<file path="src/frm_pkg.sv">
/*
 * Shared constants of the fault response manager: register offsets,
 * field positions, reset values and response codes.
 * Assumes a 32-bit APB register bus with byte addresses.
 */
package frm_pkg;
	localparam logic [7:0] OFF_CTRL = 8'h00;
	localparam logic [7:0] OFF_STATUS = 8'h04;
	localparam logic [7:0] OFF_CLEAR = 8'h08;
	localparam logic [7:0] OFF_EFFECT = 8'h0C;

	// control register field positions
	localparam int CTRL_LSD_LSB = 0;
	localparam int CTRL_GOV_LSB = 4;
	localparam int CTRL_FRQ_LSB = 8;
	localparam int CTRL_INH_BIT = 12;
	localparam int CTRL_CALC_LSB = 16;

	// status and clear bit positions
	localparam int ST_LSD_LSB = 0;
	localparam int ST_GOV_LSB = 3;
	localparam int ST_OVF_BIT = 9;
	localparam int ST_UNF_BIT = 10;
	localparam int ST_INH_LSB = 11;
	localparam int ST_LINK_BIT = 14;
	localparam int ST_CALC_BIT = 15;
	localparam int ST_WIDTH = 16;

	// reset values of the response fields
	localparam logic [3:0] LSD_RESET = 4'h7;
	localparam logic [2:0] GOV_RESET = 3'h5;
	localparam logic [2:0] FRQ_RESET = 3'h0;
	localparam logic INH_RESET = 1'b0;
	localparam logic [2:0] CALC_RESET = 3'h1;

	// four-bit low-side drain codes
	localparam logic [3:0] LSD_OFF = 4'h0;
	localparam logic [3:0] LSD_PHASE = 4'h2;
	localparam logic [3:0] LSD_PHASE_H = 4'h3;
	localparam logic [3:0] LSD_ALL = 4'h4;
	localparam logic [3:0] LSD_ALL_H = 4'h5;
	localparam logic [3:0] LSD_MOTOR = 4'h6;
	localparam logic [3:0] LSD_MOTOR_H = 4'h7;
	localparam logic [3:0] LSD_CP = 4'h8;
	localparam logic [3:0] LSD_CP_H = 4'h9;

	// three-bit codes shared by gate, frequency and calc monitors
	localparam logic [2:0] R3_OFF = 3'h0;
	localparam logic [2:0] R3_ALL = 3'h2;
	localparam logic [2:0] R3_MOTOR = 3'h3;
	localparam logic [2:0] R3_CP = 3'h4;
	localparam logic [2:0] R3_CP_H = 3'h5;

	localparam int SYNC_WIDTH = 15;
endpackage

</file>
<file path="src/frm_sync.sv">
/*
 * Three-stage synchroniser for asynchronous fault levels.
 * The output moves only once the second and third stages agree.
 */
`timescale 1ns/1ps
`default_nettype none
module frm_sync #(
	parameter int WIDTH = 1
) (
	input wire logic pclk,
	input wire logic presetn,
	input wire logic [WIDTH-1:0] async_in,
	output logic [WIDTH-1:0] sync_out
);
	genvar i;
	generate
		for (i = 0; i < WIDTH; i++) begin : g_bit
			logic s1_reg;
			logic s2_reg;
			logic s3_reg;
			always_ff @(posedge pclk or negedge presetn) begin
				if (!presetn) begin
					s1_reg <= 1'b0;
					s2_reg <= 1'b0;
					s3_reg <= 1'b0;
					sync_out[i] <= 1'b0;
				end else begin
					s1_reg <= async_in[i];
					s2_reg <= s1_reg;
					s3_reg <= s2_reg;
					if (s2_reg == s3_reg) begin
						sync_out[i] <= s3_reg;
					end
				end
			end
		end
	endgenerate
endmodule
`default_nettype wire

</file>
<file path="src/frm_top.sv">
/*
 * Fault response manager: sticky fault status, response decoding into
 * gate-off and charge-pump-off commands, and the active-low diag output.
 * Assumes asynchronous monitor levels on pins, link and calc errors from
 * logic on pclk, and an APB master on the register side.
 */
// Notes on behaviour
// - low-side drain code picks phase, all, motor or all-plus-pump off, held or not.
// - low-side drain fault sets per-phase sticky flag and pulls diag low.
// - gate overvoltage code picks disabled, continue, all, motor, pump off, held.
// - six gate overvoltage flags with own clears; disabled code keeps diag high.
// - frequency code as gate code, default disabled, over and under flags.
// - frequency fault during safety oscillator loss never pulls diag low.
// - phase-off drives both gates of phase low; inhibit mode picks status.
// - all-off drives all nine gate outputs low, relays included.
// - motor-off drives only the six bridge outputs low.
// - pump-off opens pump switch and stops pump driver.
// - retained flag stays set until host writes one to its clear bit.
// - clear ignored while fault still reported; host repeats it later.
// - flag without retention never sets; its status bit stays zero.
// - diag low while any retained flag set, bar frequency flags during oscillator loss; high after all cleared.
// - without retention diag stays high through the fault.
// - held responses and calc all or pump-off last while flag set; others end with the fault.
// - new response code takes effect only once monitor flags are clear.
`timescale 1ns/1ps
`default_nettype none
module frm_top
	import frm_pkg::*;
(
	input wire logic pclk,
	input wire logic presetn,
	input wire logic psel,
	input wire logic penable,
	input wire logic pwrite,
	input wire logic [7:0] paddr,
	input wire logic [31:0] pwdata,
	output logic [31:0] prdata,
	output logic pready,
	output logic pslverr,
	input wire logic [2:0] lowside_drain_fault,
	input wire logic [5:0] gate_overvoltage_fault,
	input wire logic over_frequency_fault,
	input wire logic under_frequency_fault,
	input wire logic safety_monitor_oscillator_lost,
	input wire logic [2:0] inhibit_input,
	input wire logic link_error,
	input wire logic calc_error,
	output logic [8:0] gate_off,
	output logic charge_pump_switch_off,
	output logic charge_pump_driver_stop,
	output logic diag_fault_n
);
	logic [SYNC_WIDTH-1:0] pins_s;
	logic [2:0] lsd_s;
	logic [5:0] gov_s;
	logic ovf_s;
	logic unf_s;
	logic osc_lost_s;
	logic [2:0] inh_s;

	frm_sync #(.WIDTH(SYNC_WIDTH)) u_sync (
		.pclk(pclk),
		.presetn(presetn),
		.async_in({inhibit_input, safety_monitor_oscillator_lost,
			under_frequency_fault, over_frequency_fault,
			gate_overvoltage_fault, lowside_drain_fault}),
		.sync_out(pins_s)
	);
	assign lsd_s = pins_s[2:0];
	assign gov_s = pins_s[8:3];
	assign ovf_s = pins_s[9];
	assign unf_s = pins_s[10];
	assign osc_lost_s = pins_s[11];
	assign inh_s = pins_s[14:12];

	// requested and effective response fields
	logic [3:0] lowside_drain_fault_response_reg;
	logic [2:0] gate_overvoltage_response_reg;
	logic [2:0] frequency_fault_response_reg;
	logic inhibit_input_response_reg;
	logic [2:0] calc_check_response_reg;
	logic [3:0] eff_lsd_reg;
	logic [2:0] eff_gov_reg;
	logic [2:0] eff_frq_reg;
	logic eff_inh_reg;
	logic [2:0] eff_calc_reg;
	logic [ST_WIDTH-1:0] status_reg;

	// apb: setup captures data, access phase always answers next cycle
	logic wr_en;
	logic [ST_WIDTH-1:0] clr_req;
	logic addr_ok;
	assign addr_ok = (paddr == OFF_CTRL) || (paddr == OFF_STATUS) ||
		(paddr == OFF_CLEAR) || (paddr == OFF_EFFECT);
	assign wr_en = psel && penable && pready && pwrite && addr_ok;
	assign clr_req = (wr_en && paddr == OFF_CLEAR) ?
		pwdata[ST_WIDTH-1:0] : '0;

	always_ff @(posedge pclk or negedge presetn) begin
		if (!presetn) begin
			pready <= 1'b0;
			pslverr <= 1'b0;
			prdata <= 32'h00000000;
		end else begin
			pready <= psel && !penable;
			pslverr <= psel && !penable && !addr_ok;
			prdata <= 32'h00000000;
			if (psel && !penable && !pwrite) begin
				case (paddr)
					OFF_CTRL: prdata <= {13'h0000,
						calc_check_response_reg, 3'h0,
						inhibit_input_response_reg, 1'b0,
						frequency_fault_response_reg, 1'b0,
						gate_overvoltage_response_reg,
						lowside_drain_fault_response_reg};
					OFF_STATUS: prdata <= {16'h0000, status_reg};
					OFF_EFFECT: prdata <= {13'h0000, eff_calc_reg,
						3'h0, eff_inh_reg, 1'b0, eff_frq_reg, 1'b0,
						eff_gov_reg, eff_lsd_reg};
					default: prdata <= 32'h00000000;
				endcase
			end
		end
	end

	always_ff @(posedge pclk or negedge presetn) begin
		if (!presetn) begin
			lowside_drain_fault_response_reg <= LSD_RESET;
			gate_overvoltage_response_reg <= GOV_RESET;
			frequency_fault_response_reg <= FRQ_RESET;
			inhibit_input_response_reg <= INH_RESET;
			calc_check_response_reg <= CALC_RESET;
		end else if (wr_en && paddr == OFF_CTRL) begin
			lowside_drain_fault_response_reg <=
				pwdata[CTRL_LSD_LSB +: 4];
			gate_overvoltage_response_reg <= pwdata[CTRL_GOV_LSB +: 3];
			frequency_fault_response_reg <= pwdata[CTRL_FRQ_LSB +: 3];
			inhibit_input_response_reg <= pwdata[CTRL_INH_BIT];
			calc_check_response_reg <= pwdata[CTRL_CALC_LSB +: 3];
		end
	end

	logic lsd_busy;
	logic gov_busy;
	logic frq_busy;
	logic inh_busy;
	assign lsd_busy = |status_reg[ST_LSD_LSB +: 3];
	assign gov_busy = |status_reg[ST_GOV_LSB +: 6];
	assign frq_busy = status_reg[ST_OVF_BIT] || status_reg[ST_UNF_BIT];
	assign inh_busy = |status_reg[ST_INH_LSB +: 3];

	always_ff @(posedge pclk or negedge presetn) begin
		if (!presetn) begin
			eff_lsd_reg <= LSD_RESET;
			eff_gov_reg <= GOV_RESET;
			eff_frq_reg <= FRQ_RESET;
			eff_inh_reg <= INH_RESET;
			eff_calc_reg <= CALC_RESET;
		end else begin
			if (!lsd_busy) begin
				eff_lsd_reg <= lowside_drain_fault_response_reg;
			end
			if (!gov_busy) begin
				eff_gov_reg <= gate_overvoltage_response_reg;
			end
			if (!frq_busy) begin
				eff_frq_reg <= frequency_fault_response_reg;
			end
			if (!inh_busy) begin
				eff_inh_reg <= inhibit_input_response_reg;
			end
			if (!status_reg[ST_CALC_BIT]) begin
				eff_calc_reg <= calc_check_response_reg;
			end
		end
	end

	logic [ST_WIDTH-1:0] det;
	logic [ST_WIDTH-1:0] retain;
	assign det = {calc_error, link_error, inh_s, unf_s, ovf_s, gov_s, lsd_s};
	assign retain = {eff_calc_reg != R3_OFF, 1'b1, {3{eff_inh_reg}},
		{2{eff_frq_reg != R3_OFF}}, {6{eff_gov_reg != R3_OFF}},
		{3{eff_lsd_reg != LSD_OFF}}};

	genvar i;
	generate
		for (i = 0; i < ST_WIDTH; i++) begin : g_flag
			always_ff @(posedge pclk or negedge presetn) begin
				if (!presetn) begin
					status_reg[i] <= 1'b0;
				end else if (det[i] && retain[i]) begin
					status_reg[i] <= 1'b1;
				end else if (clr_req[i] && !det[i]) begin
					status_reg[i] <= 1'b0;
				end else if (!retain[i]) begin
					status_reg[i] <= 1'b0;
				end
			end
		end
	endgenerate

	// three-bit response decode: all, motor, pump
	function automatic logic [2:0] frm_dec3(input logic [2:0] code,
		input logic live, input logic held);
		logic [2:0] r;
		r = 3'b000;
		case (code)
			R3_ALL: r = {live, live, 1'b0};
			R3_MOTOR: r = {1'b0, live, 1'b0};
			R3_CP: r = {live, live, live};
			R3_CP_H: r = {held, held, held};
			default: r = 3'b000;
		endcase
		return r;
	endfunction

	logic [2:0] gov_act;
	logic [2:0] frq_act;
	logic [2:0] calc_act;
	logic [2:0] lsd_act;
	logic [2:0] phase_off;
	logic all_off;
	logic motor_off;
	logic pump_off;
	logic lsd_live;

	assign gov_act = frm_dec3(eff_gov_reg, |gov_s, gov_busy);
	// frequency decode, applied even without safety oscillator
	assign frq_act = frm_dec3(eff_frq_reg, ovf_s || unf_s, frq_busy);
	assign lsd_live = |lsd_s;

	always_comb begin
		lsd_act = 3'b000;
		phase_off = 3'b000;
		case (eff_lsd_reg)
			LSD_PHASE: phase_off = lsd_s;
			LSD_PHASE_H: phase_off = status_reg[ST_LSD_LSB +: 3];
			LSD_ALL: lsd_act = {lsd_live, lsd_live, 1'b0};
			LSD_ALL_H: lsd_act = {lsd_busy, lsd_busy, 1'b0};
			LSD_MOTOR: lsd_act = {1'b0, lsd_live, 1'b0};
			LSD_MOTOR_H: lsd_act = {1'b0, lsd_busy, 1'b0};
			LSD_CP: lsd_act = {3{lsd_live}};
			LSD_CP_H: lsd_act = {3{lsd_busy}};
			default: lsd_act = 3'b000;
		endcase
		phase_off = phase_off | inh_s;
	end

	always_comb begin
		case (eff_calc_reg)
			R3_ALL: calc_act = {{2{status_reg[ST_CALC_BIT]}}, 1'b0};
			R3_MOTOR: calc_act = {1'b0, calc_error, 1'b0};
			R3_CP: calc_act = {3{status_reg[ST_CALC_BIT]}};
			default: calc_act = 3'b000;
		endcase
	end

	// link error has no action term
	assign all_off = gov_act[2] | frq_act[2] | calc_act[2] | lsd_act[2];
	assign motor_off = gov_act[1] | frq_act[1] | calc_act[1] | lsd_act[1];
	assign pump_off = gov_act[0] | frq_act[0] | calc_act[0] | lsd_act[0];

	always_ff @(posedge pclk or negedge presetn) begin
		if (!presetn) begin
			gate_off <= 9'h000;
		end else begin
			gate_off[8:6] <= {3{all_off}};
			gate_off[5:0] <= {6{motor_off | all_off}} |
				{{2{phase_off[2]}}, {2{phase_off[1]}}, {2{phase_off[0]}}};
		end
	end

	always_ff @(posedge pclk or negedge presetn) begin
		if (!presetn) begin
			charge_pump_switch_off <= 1'b0;
			charge_pump_driver_stop <= 1'b0;
		end else begin
			charge_pump_switch_off <= pump_off;
			charge_pump_driver_stop <= pump_off;
		end
	end

	// frequency flags masked while oscillator lost
	logic diag_src;
	assign diag_src = (|status_reg[8:0]) | (|status_reg[15:11]) |
		((status_reg[ST_OVF_BIT] | status_reg[ST_UNF_BIT]) & !osc_lost_s);

	always_ff @(posedge pclk or negedge presetn) begin
		if (!presetn) begin
			diag_fault_n <= 1'b1;
		end else begin
			diag_fault_n <= !diag_src;
		end
	end
endmodule
`default_nettype wire

</file>
<file path="config.mk">
export PLATFORM = sky130hd
export DESIGN_NAME = frm_top
export DESIGN_NICKNAME = d
export VERILOG_FILES = /design/src/frm_pkg.sv /design/src/frm_sync.sv /design/src/frm_top.sv
export SDC_FILE = /design/constraint.sdc
export NUM_CORES = 1
export LEC_CHECK = 0
export BUFFER_PORTS_ARGS = -buffer_cell sky130_fd_sc_hd__clkbuf_2
export CAP_MARGIN = 15
export CORE_UTILIZATION = 40
export CTS_CLUSTER_DIAMETER = 80
export DETAILED_ROUTE_END_ITERATION = 16
export HOLD_SLACK_MARGIN = 0.12
export SLEW_MARGIN = 5
export SYNTH_ARGS = -nofsm -noshare
export SYNTH_HDL_FRONTEND = slang
export SYNTH_HIERARCHICAL = 1
export SYNTH_SLANG_ARGS = --single-unit
</file>
<file path="constraint.sdc">
create_clock -name pclk -period 3.5 [get_ports pclk]
set_clock_uncertainty 0.15 [all_clocks]
set_input_delay 0.875 -clock pclk [delete_from_list [all_inputs] [get_ports pclk]]
set_output_delay 0.875 -clock pclk [all_outputs]
set_load 0.01 [all_outputs]
</file>
# Word level (Yosys, flattened, before mapping)
# Cells that the tools add are included.
dict set report totals {
  ramBits 0
  word_cells 284
  out_inout_bits 46
  reg_bits 147
  mem_bits_ro 0
  inputBits 62
  latch_bits 0
  memories 0
}
dict set report op_classes {
  n_div 0
  bitwise 16
  n_mux 45
  n_reduce_logical 79
  add_sub_neg 0
  n_lt_le_gt_ge 0
  eq_ne 52
  shift 0
  multipliers 0
}
# op n
set op_table {}
lappend op_table {{19-bit case mux with 3 select lines} 1}
lappend op_table {{3-bit by 1-bit != test with 1-bit output, second input constant} 15}
lappend op_table {{1-bit logical AND} 40}
lappend op_table {{1-bit two-way mux} 37}
lappend op_table {{32-bit two-way mux} 1}
lappend op_table {{3-bit case mux with 4 select lines} 2}
lappend op_table {{1-bit zero test} 21}
lappend op_table {{3-bit by 2-bit equality test with 1-bit output, second input constant} 6}
lappend op_table {{3-bit case mux with 6 select lines} 1}
lappend op_table {{4-bit by 3-bit equality test with 1-bit output, second input constant} 4}
lappend op_table {{8-bit by 4-bit equality test with 1-bit output, second input constant} 2}
lappend op_table {{16-bit two-way mux} 1}
lappend op_table {{1-bit equality test} 15}
lappend op_table {{3-bit equality test, second input constant} 5}
lappend op_table {{1-bit OR} 13}
lappend op_table {{6-bit OR reduction} 2}
lappend op_table {{3-bit case mux with 3 select lines} 1}
lappend op_table {{3-bit nonzero test} 3}
lappend op_table {{3-bit OR reduction} 3}
lappend op_table {{9-bit OR reduction} 1}
lappend op_table {{4-bit by 2-bit equality test with 1-bit output, second input constant} 2}
lappend op_table {{4-bit equality test, second input constant} 2}
lappend op_table {{8-bit by 3-bit equality test with 1-bit output, second input constant} 1}
lappend op_table {{8-bit zero test} 1}
lappend op_table {{other kinds (8)} 12}

# Longest topological paths before layout
# Gate-level depths: netlist (run 1).
dict set report logic_depth {
  ltp_word 10
  depth_mapped 6
  mapped_depth_nobuf 4
}

# Hierarchy
# The synthesis (run 1) kept the hierarchy.
# module n_inst area_each_um2 cells_each seq_area_each_um2
set by_module_without_submodules {}
lappend by_module_without_submodules {frm_top 1 3349.5 299 1793.0}
lappend by_module_without_submodules {frm_sync 1 1670.4 75 1501.4}

# Worst setup path after synthesis (run 1)
# No wires, ideal clock.
dict set report synth_timing {
  path_type {input -> register}
  from {input port paddr[5]}
  to {register calc_check_response_reg[1]}
  setup_ps 125
  required_time_ps 3225
  slack_ps 1006
  cell_stages 5
  n_path_buf 1
  t_arrival_ps 2219
  cell_sequence {or4_4 > nor3_4 > nand3b_4 > buf_6 > mux2_4}
}
dict set report synth_via {
  elab_chain_len 6
  elab_cells_between_ends 9
  cone_classes {eq/ne (3); reduce/logical (6)}
}
# item line
set synth_rtl {}
lappend synth_rtl {{start: declaration} frm_top.sv:35} ;# input wire logic [7:0] paddr,
lappend synth_rtl {{8-bit by 3-bit equality test with 1-bit output / 8-bit zero test (equally long branches)} {frm_top.sv:93, frm_top.sv:133}}
lappend synth_rtl {{1-bit logical OR (2 in a row)} frm_top.sv:93} ;# assign addr_ok = (paddr == OFF_CTRL) || (paddr == OFF_STATUS) ||
lappend synth_rtl {{1-bit logical OR} frm_top.sv:94} ;# (paddr == OFF_CLEAR) || (paddr == OFF_EFFECT);
lappend synth_rtl {{1-bit logical AND} frm_top.sv:95} ;# assign wr_en = psel && penable && pready && pwrite && addr_ok;
lappend synth_rtl {{1-bit logical AND (*)} frm_top.sv:133} ;# end else if (wr_en && paddr == OFF_CTRL) begin
lappend synth_rtl {{end signal: assignment} frm_top.sv:139} ;# calc_check_response_reg <= pwdata[CTRL_CALC_LSB +: 3];
lappend synth_rtl {{end: declaration} frm_top.sv:81} ;# logic [2:0] calc_check_response_reg;
# Every way passes the cells marked *; elsewhere a longest branch is shown, timed or not.
# A chain may end at the register's enable or synchronous reset.

# Worst setup path in the final report (run 1)
dict set report layout_timing {
  from {input port paddr[5]}
  to {register frequency_fault_response_reg[0]}
}
dict set report layout_via {
  elab_chain_len 6
  elab_cells_between_ends 9
  cone_classes {eq/ne (3); reduce/logical (6)}
}
# item line
set layout_rtl {}
lappend layout_rtl {{8-bit by 3-bit equality test with 1-bit output / 8-bit zero test (equally long branches)} {frm_top.sv:93, frm_top.sv:133}}
lappend layout_rtl {{1-bit logical OR (2 in a row)} frm_top.sv:93}
lappend layout_rtl {{1-bit logical OR} frm_top.sv:94}
lappend layout_rtl {{1-bit logical AND} frm_top.sv:95}
lappend layout_rtl {{1-bit logical AND (*)} frm_top.sv:133}
lappend layout_rtl {{end signal: assignment} frm_top.sv:137} ;# frequency_fault_response_reg <= pwdata[CTRL_FRQ_LSB +: 3];
lappend layout_rtl {{end: declaration} frm_top.sv:79} ;# logic [2:0] frequency_fault_response_reg;
# Marks and branches as above.

==> summary.md, run 1 <==
| Metric | Value |
|---|---|
| Crit Reg-Reg Endpoint | `gate_off[3]` |
| Share of cells above drive strength 1 | `39.4%` |
| CTS Sinks | `131` |
| Drt total wl | `9.72 mm` |
| Bufs on Longest Clock Path | `2` |
| Yosys warns | `6` |
| CTS tree | `built` |
| Max FFs per register | `19` |
| Crit start category | `input pin` |
| Clock-pin slew on the worst setup and hold paths | `60 ps` |
| Peak Freq | `426 MHz` |
| Measured slew at the worst slew-check pin | `786 ps` |
| Area Overhead vs Synth | `23.7%` |
| Antenna cells | `0` |
| Status | `finished clean` |
| Slew Viols, Final | `0` |
| Post-CTS setup buffers | `0` |
| Hold_buf cts | `0` |
| Min-delay src | `u_sync/g_bit[2].s1_reg` |
| H-tree depth | `4` |
| Mapped Area | `5020 µm²` |
| Total iterations of the first detailed-routing run | `4` |
| WHS Endpoint | `u_sync/g_bit[2].s2_reg` |
| Asr flop ratio synth | `100%` |
| Core box area | `12,100 µm²` |
| Post-synthesis register bit count | `131` |
| Tot GR Track Use | `16.6%` |
| Post-synth EDFFs | `0` |
| Setup TNS | `0 ps` |
| Slew HR | `47.2%` |
| Number of max-cap violations | `0` |
| Final setup fails | `0` |
| Drt drc | `0` |
| Register area share after synthesis | `65.6%` |
| Worst skew pair latency | `410 ps` |
| WL/cell | `15.1 µm` |
| Initial Util | `41.4%` |
| Vias in the first global route | `3,093` |
| Layout Nets | `524` |
| Horiz. Die Dim | `114 µm` |
| Chip Height | `114 µm` |
| CTS root buffer | `clkbuf_16` |
| Post-synth top flop | `dfrtp_1` |
| Internal reg-to-reg setup slack | `1300 ps` |
| Post-CTS sizing | `0` |
| Register-to-Register Path Depth | `4` |
| Minimum clock period | `2350 ps` |
| GPL Wtd Cong | `0.802` |
| Mean area per synthesized cell | `13.4 µm²` |
| Vias per inst | `4.81` |
| Worst Path Arrival | `2480 ps` |
| RSZ-0062 raised after global routing | `false` |
| Ports | `108` |
| Power density cells | `599 nW/µm²` |
| Row cnt | `40` |
| Final Cycle Share | `67.1%` |
| Maximum VDD drop | `0.305 mV` |
| Synth unique cells | `39` |
| Number of buffers added on ports | `81` |
| Crit Path Class | `in2reg` |
| Largest net degree at the start of global routing | `57` |
| Final ANT Viol Nets | `0` |
| Reg2reg start | `eff_lsd_reg[0]` |
| HPWL after DPL | `6.56 mm` |
| Critical path peak fanout | `14` |
| Mapped Cells | `374` |
| Hold Violations, Final | `0` |
| Worst hold path class | `reg2reg` |
| Iter 0 DRT Violations | `213` |
| Critical Path RT | `3640 ps` |
| GRT Residual Overflow | `0` |
| CP Capture Type | `register` |
| Worst hold stages | `0` |
| P_leak | `3.00 nW` |
| First-pass GRT wire length | `15.8 mm` |
| CTS buffer count | `17` |
| Finished Core Util | `51.3%` |
| Initial antenna violation count | `0` |
| Via count | `3,090` |
| Die area | `13,000 µm²` |
final cells by class:
class	count	area, µm²
tap	168	210
fill	1081	5900
multi-input combinational	207	1510
timing repair buffer	87	465
sequential	131	3290
clock buffer	18	429
inverter	18	67.6
clock inverter	14	235
worst max-delay path by stage:
| stage | from | to | slack [ps] | depth (start not counted) |
|---|---|---|---|---|
| floorplan | paddr[5] | calc_check_response_reg[1] | 1010 | 5 |
| detailed placement | paddr[5] | frequency_fault_response_reg[1] | 720 | 5 |
| finish | paddr[5] | frequency_fault_response_reg[0] | 1150 | 5 |
| global route | eff_lsd_reg[0] | gate_off[3] | 1010 | 4 |
| CTS | paddr[5] | frequency_fault_response_reg[0] | 1170 | 5 |
| global placement | paddr[5] | frequency_fault_response_reg[0] | 760 | 5 |
metal layers:
metal	global-route usage [%]	up-vias	wire length, µm	part of all wire (%)
met5	0	-	0	0
met4	6.49	0	125	1.3
met3	6.59	12	582	6.0
met2	25.5	98	4630	48
met1	21.0	1510	4380	45
li1	-	1470	-	-
synthesized netlist by cell type, drive strengths merged (2+ instances only):
cell type / count / area [µm²]
nor2: 30 / 113
a21oi: 8 / 40.0
maj3: 15 / 169
o32ai: 3 / 26.3
nand2: 15 / 56.3
clkbuf: 8 / 30.0
nor4: 4 / 25.0
a2111oi: 2 / 17.5
dfstp: 13 / 342
inv: 18 / 67.6
a31oi: 8 / 50.1
and2: 5 / 31.3
nand4: 2 / 12.5
dfrtp: 118 / 2950
xnor2: 2 / 17.5
nand3: 8 / 40.0
nor3: 7 / 51.3
a311oi: 10 / 87.6
mux2: 37 / 454
nand3b: 3 / 35.0
nand2b: 3 / 18.8
buf: 22 / 166
a22oi: 11 / 82.6
o21ai: 13 / 65.1
worst max-delay path, cell delays in order:
cell and delay, ps:
clkbuf_2 80, or4_4 530, nor3_4 260, nand3b_4 340
mux2_4 390
per-stage QoR:
stage	power [W]	area, µm²	hold slack (ps)	cells	setup slack [ps]
final	0.00372	6210	196	643	1150
after global routing	0.00386	6210	202	643	1010
after CTS	0.00377	6210	198	643	1170
after detailed placement	0.00179	5540	185	611	722
after global placement	0.00178	5540	181	611	758
after floorplan	0.00171	5060	181	386	1010
kinds of logic after synthesis:
logic type               count (synthesis)  share of synthesized area (%)
flip-flops                             131                           65.6
AND/OR/NAND/NOR                         82                           8.45
AO/OA/AOI/OAI                           58                           7.83
buffers and inverters                   48                           5.26
multiplexers                            37                           9.05
adder cells (fa/ha/maj)                 15                           3.36
XOR/XNOR                                 2                          0.349
other                                    1                         0.0747
layout by cell type, fill, tap and decap left out, drive strengths merged:
cell type	count
a211oi	1
and2	5
nor3b	1
a21oi	8
nor3	7
inv	18
nand4	2
or4	1
a31oi	8
maj3	15
nand3	8
xnor2	2
nand2	15
a21o	1
mux2	37
and4b	1
and3	1
a2111oi	2
nor4	4
dfstp	13
clkbuf	98
nor2b	1
a311oi	10
nand3b	3
a22oi	11
o21ai	13
conb	13
nor2	30
clkinv	8
nand2b	3
bufinv	6
o311ai	1
dfrtp	118
o32ai	3
buf	7
power breakdown:
part | internal, W | switching (W)
clock | 0.00133 | 0.000628
combinational | 0.0000638 | 0.0000890
sequential | 0.00157 | 0.0000376
Note: power is estimated with default switching activity, not from simulation.
==> run 2: changes to the inputs <==
clock period = 2.4 ns   (was 3.5 ns; I/O delays follow)
==> summary.md, run 2 (synthesis results as in run 1) <==
| Metric | Value |
|---|---|
| Status | `finished clean` |
| Design area | `6260 µm² (+0.83%)` |
| Chip Height | `114 µm (unchanged)` |
| Hold Violations, Final | `0 (unchanged)` |
| Core box area | `12,100 µm² (unchanged)` |
| Largest net degree at the start of global routing | `49 (-14%)` |
| Clock-pin slew on the worst setup and hold paths | `50 ps (about the same)` |
| Setup TNS | `0 ps (unchanged)` |
| CTS Sinks | `131 (unchanged)` |
| Worst hold stages | `1 (+1)` |
| Post-CTS sizing | `0 (unchanged)` |
| Iter 0 DRT Violations | `152 (-29%)` |
| Cells after DPL | `624 (+2.1%)` |
| Critical Path RT | `2540 ps (-1100 ps)` |
| Initial Util | `41.4% (unchanged)` |
| Post-CTS setup buffers | `0 (unchanged)` |
| Vias in the first global route | `3,138 (+1.5%)` |
| Power density cells | `810 nW/µm² (+35%)` |
| Final ANT Viol Nets | `0 (unchanged)` |
| Die area | `13,000 µm² (unchanged)` |
| P_leak | `3.03 nW (+0.94%)` |
| Crit start category | `register` |
| Peak Freq | `481 MHz` |
| Layout Nets | `538 (+2.7%)` |
| Vias per inst | `4.81 (about the same)` |
| Row cnt | `40 (unchanged)` |
| Bufs on Longest Clock Path | `2 (unchanged)` |
| Measured slew at the worst slew-check pin | `832 ps (+46.2 ps)` |
| Number of buffers added on ports | `81 (unchanged)` |
| Drt drc | `0 (unchanged)` |
| Final Cycle Share | `86.6%` |
| Net Sw Power | `0.00106 W (+41%)` |
| Horiz. Die Dim | `114 µm (unchanged)` |
| Pre-CTS setup slack | `42.8 ps (-679 ps)` |
| Share of cells above drive strength 1 | `40.1% (+0.71 points)` |
| Final setup fails | `0 (unchanged)` |
| Slew HR | `44.1% (-3.1 points)` |
| Finished Core Util | `51.7% (+0.42 points)` |
| Drt total wl | `9.87 mm (+1.6%)` |
| HPWL after DPL | `6.94 mm (+5.8%)` |
| Minimum clock period | `2080 ps` |
| Worst hold path class | `in2reg` |
| GPL Wtd Cong | `0.825 (+2.9%)` |
| Power share of the combinational group | `4.6% (+0.5 points)` |
| WL/cell | `15.0 µm (-0.60%)` |
| Internal power | `0.00401 W (+35%)` |
| Via count | `3,159 (+2.2%)` |
| Number of max-cap violations | `0 (unchanged)` |
| Flop pwr share | `46.2% (+3.0 points)` |
| Total iterations of the first detailed-routing run | `5 (+1)` |
| Critical path peak fanout | `4 (-10)` |
| Sequential Area | `3290 µm² (unchanged)` |
| CTS tree | `built` |
| Final worst slack | `320 ps (-833 ps)` |
| Slew Viols, Final | `0 (unchanged)` |
| Max FFs per register | `19 (unchanged)` |
| Fin cells | `657 (+2.2%)` |
| Ports | `108 (unchanged)` |
| GRT Residual Overflow | `0 (unchanged)` |
| Placed cell area | `5670 µm² (+2.2%)` |
| H-tree depth | `4 (unchanged)` |
| RSZ-0062 raised after global routing | `false` |
| CP Capture Type | `register` |
| Worst skew pair latency | `420 ps (about the same)` |
| Most common cell after layout, fill and taps aside | `dfrtp_1` |
| Multi-input gate area | `1510 µm² (unchanged)` |
| Initial antenna violation count | `0 (unchanged)` |
| Area Overhead vs Synth | `24.7%` |
| Most frequent cells in the layout | `dfrtp_1, clkbuf_2, nor2_1` |
| Tot GR Track Use | `16.7% (+0.15 points)` |
| Maximum VDD drop | `0.423 mV (+39%)` |
| First-pass GRT wire length | `15.9 mm (+0.57%)` |
| Antenna cells | `0 (unchanged)` |
| Register-to-Register Path Depth | `5 (+1)` |
| CTS buffer count | `17 (unchanged)` |
| Switching Share | `21.0% (+0.72 points)` |
| Worst Path Arrival | `2220 ps (-260 ps)` |
| Fill cells | `1,053 (-2.6%)` |
| Clock share of power | `49.2% (-3.5 points)` |
| CTS root buffer | `clkbuf_16` |
| Crit Path Class | `reg2reg` |
## run 2: changes by cell type in the layout (fill, tap and decap cells not counted), sizes merged
cell,previous run,this run
buf,7,20
clkinvlp,0,1
bufinv,6,1
clkinv,8,1
clkbuf,98,109
dlygate4sd3,0,1
## run 2: cell type report
type / instances / area share (%)
Multi-Input combinational cell: 207 / 24.1
Inverter: 18 / 1.08
Clock buffer: 29 / 8.63
Tap cell: 168 / 3.36
Clock inverter: 3 / 0.680
Timing Repair Buffer: 101 / 9.55
Sequential cell: 131 / 52.6
## run 2: worst paths after layout
check	from	endpoint	slack, ps
min in group asynchronous	presetn	prdata[10]	500
setup reg to reg	u_sync/sync_out[3]	gate_off[3]	320
hold reg to reg	u_sync/g_bit[13].s1_reg	u_sync/g_bit[13].s2_reg	190
setup / recovery	u_sync/sync_out[3]	gate_off[3]	320
hold / removal	lowside_drain_fault[1]	u_sync/g_bit[1].s1_reg	140
max in group asynchronous	presetn	eff_lsd_reg[1]	930
## run 2: power by group through the flow
stage / clock [W] / sequential [W] / combinational (W)
after global placement: 0 / 0.00238 / 0.000230
after detailed placement: 0 / 0.00238 / 0.000236
after floorplan: 0 / 0.00237 / 0.000121
final: 0.00249 / 0.00234 / 0.000233
after CTS: 0.00254 / 0.00234 / 0.000239
after global routing: 0.00265 / 0.00235 / 0.000264
## run 2: metrics by stage
step | power (W) | hold slack, ps
after floorplan | 0.00249 | 154
after global placement | 0.00261 | 182
after detailed placement | 0.00262 | 185
after CTS | 0.00512 | 124
after global routing | 0.00526 | 126
final | 0.00507 | 138
## run 2: routing by layer
metal	part of all wire (%)	GRT usage, %	wire length [µm]
met1	46	21.3	4490
met2	46	25.3	4530
met3	6.0	5.47	589
met4	2.5	9.18	251
met5	0	0	0
## run 2: critical path, cell delays in order (launching register included)
cell	delay (ps)
dfrtp_1	410
nor4_1	610
nand3b_1	210
a311oi_1	320
buf_4	170
nand3_1	80
## run 2: repair_timing
action,4_1_cts,5_1_grt
endpoints found under the setup margin,0,0
hold buffers,1,0
hold endpoints to repair,23,0
==> run 3: changes to the inputs <==
ABC_CLOCK_PERIOD_IN_PS = 2400   (was not set)
CORE_ASPECT_RATIO = 0.8   (was not set)
==> summary.md, run 3 (synthesis results as in run 1) <==
| Metric | Value |
|---|---|
| WL/cell | `15.7 µm (+4.4%)` |
| Internal reg-to-reg setup slack | `370 ps (+50 ps)` |
| Row cnt | `36 (-10%)` |
| Die area | `13,000 µm² (about the same)` |
| Min-delay src | `under_frequency_fault` |
| Hold Violations, Final | `0 (unchanged)` |
| Slew HR | `46.0% (+1.9 points)` |
| Share of cells above drive strength 1 | `40.6% (+0.53 points)` |
| Final setup fails | `0 (unchanged)` |
| Max incr delay on CP | `650 ps (+40 ps)` |
| Max FFs per register | `19 (unchanged)` |
| Status | `finished clean` |
| Grt met1 use | `24.0% (+2.7 points)` |
| CTS tree | `built` |
| Iter 0 DRT Violations | `257 (+69%)` |
| CP max stage cell | `dfstp_2` |
| Critical path peak fanout | `13 (+9)` |
| Core box area | `12,200 µm² (+0.79%)` |
| Antenna cells | `0 (unchanged)` |
| CTS Sinks | `131 (unchanged)` |
| Measured slew at the worst slew-check pin | `789 ps (-42.9 ps)` |
| GRT Residual Overflow | `0 (unchanged)` |
| Total iterations of the first detailed-routing run | `6 (+1)` |
| Crit start category | `register` |
| Maximum VDD drop | `0.482 mV (+14%)` |
| Largest net degree at the start of global routing | `73 (+49%)` |
| M3 GR Usage | `5.39% (-0.080 points)` |
| Drt total wl | `10.4 mm (+5.0%)` |
| H-tree depth | `4 (unchanged)` |
| GPL Wtd Cong | `0.789 (-4.4%)` |
| Tot GR Track Use | `17.5% (+0.74 points)` |
| Reg2reg start | `eff_lsd_reg[0]` |
| Register-to-Register Path Depth | `7 (+2)` |
| First-pass GRT wire length | `16.8 mm (+5.3%)` |
| Most frequent cells in the layout | `dfrtp_1, clkbuf_2, nor2_1` |
| Vias per inst | `4.90 (+2.0%)` |
| Horiz. Die Dim | `127 µm (+12%)` |
| WHS Endpoint | `u_sync/g_bit[10].s1_reg` |
| Gr busiest metal | `met2` |
| Most common cell after layout, fill and taps aside | `dfrtp_1` |
| Worst hold stages | `1 (unchanged)` |
| Initial antenna violation count | `0 (unchanged)` |
| Number of buffers added on ports | `81 (unchanged)` |
| Met2 GRT Util | `25.8% (+0.53 points)` |
| Worst hold path class | `in2reg` |
| Crit path top cell by count | `buf_4` |
| Slew Viols, Final | `0 (unchanged)` |
| Cells along the critical path | `nor4_1 -> buf_4 -> a2111oi_0 -> buf_4 -> nor4_1 -> buf_4 -> nand3_1` |
| CTS root buffer | `clkbuf_16` |
| Crit Reg-Reg Endpoint | `gate_off[1]` |
| CP Capture Type | `register` |
| Power density cells | `838 nW/µm² (+3.5%)` |
| Critical Path RT | `2590 ps (+50 ps)` |
| Ports | `108 (unchanged)` |
| RSZ-0062 raised after global routing | `false` |
| Minimum clock period | `2030 ps (-53.3 ps)` |
| HPWL after DPL | `6.79 mm (-2.2%)` |
| Bufs on Longest Clock Path | `2 (unchanged)` |
| Peak Freq | `494 MHz (+2.6%)` |
| Worst skew pair latency | `410 ps (about the same)` |
| Clock-pin slew on the worst setup and hold paths | `60 ps (about the same)` |
| Fin Hold WS | `138 ps (+0.319 ps)` |
| Post-CTS setup buffers | `0 (unchanged)` |
| Setup TNS | `0 ps (unchanged)` |
| Final Cycle Share | `84.4% (-2.2 points)` |
| Worst Path Arrival | `2220 ps (about the same)` |
| Via count | `3,241 (+2.6%)` |
| P_leak | `3.05 nW (+0.80%)` |
| Drt drc | `0 (unchanged)` |
| Final ANT Viol Nets | `0 (unchanged)` |
| Area Overhead vs Synth | `26.1%` |
| Initial Util | `41.1% (-0.32 points)` |
| CTS buffer count | `17 (unchanged)` |
| Number of max-cap violations | `0 (unchanged)` |
| Crit Path Class | `reg2reg` |
| Layout Nets | `539 (+0.19%)` |
| Chip Height | `102 µm (-10%)` |
| Vias in the first global route | `3,210 (+2.3%)` |
==> run 3: changes by cell type in the layout (fill, tap and decap cells not counted) <==
cell           delta
clkinv_4          +3
buf_4             -2
clkinvlp_4        +2
dlygate4sd3_1     +2
clkinv_2          +2
buf_12            +1
bufinv_16         +3
clkbuf_1          -4
clkbuf_8          -6
==> run 3: worst max-delay path by stage <==
| stage | cells after the start | start | endpoint |
|---|---|---|---|
| 3_5_place_dp | 6 | paddr[5] | frequency_fault_response_reg[1] |
| 3_3_place_gp | 6 | paddr[5] | gate_overvoltage_response_reg[1] |
| 5_1_grt | 7 | eff_lsd_reg[0] | gate_off[1] |
| 2_1_floorplan | 5 | paddr[5] | calc_check_response_reg[1] |
| 6_report | 7 | eff_lsd_reg[0] | gate_off[1] |
| 4_1_cts | 7 | eff_lsd_reg[0] | gate_off[5] |
==> run 3: stage by stage <==
step           util [%]  setup slack [ps]  power, W  cell area (µm²)  std cells
2_1_floorplan         -               181   0.00249             5060        386
3_3_place_gp       46.5               102   0.00261             5680        626
3_5_place_dp       46.5              72.7   0.00262             5680        626
4_1_cts            51.7               385   0.00537             6310        659
5_1_grt            51.9               223   0.00550             6330        661
6_report           51.9               374   0.00531             6330        661
==> run 3: final cells by class <==
cell class | instances | area [µm²]
inverter | 18 | 67.6
clock buffer | 19 | 443
multi-input combinational | 207 | 1510
fill | 1081 | 5870
tap | 171 | 214
timing repair buffer | 102 | 623
sequential | 131 | 3290
clock inverter | 13 | 184
==> run 3: per-layer routing <==
metal  up-vias  wire length, µm  share of wire [%]
met5         -                0                  0
met4         0              105                1.0
met3         9              509                4.9
met2        95             4740                 46
met1      1638             5010                 48
li1       1499                -                  -
==> run 3: power by group <==
group	internal, W	switching [W]	leakage [nW]
sequential	0.00229	0.0000552	1.63
combinational	0.000104	0.000137	1.13
clock	0.00176	0.000964	0.299
total	0.00415	0.00116	3.05
==> run 3: critical path: cells and delay by family, from the launching register on <==
family	cells	cell delay, ps
AO/OA/AOI/OAI	1	390
buffers and inverters	3	540
AND/OR/NAND/NOR	3	230
flip-flops	1	650
==> run 3: repair_timing <==
item | 4_1_cts | 5_1_grt
resized for setup | 0 | 0
hold endpoints to repair | 54 | 2
hold buffers | 1 | 2
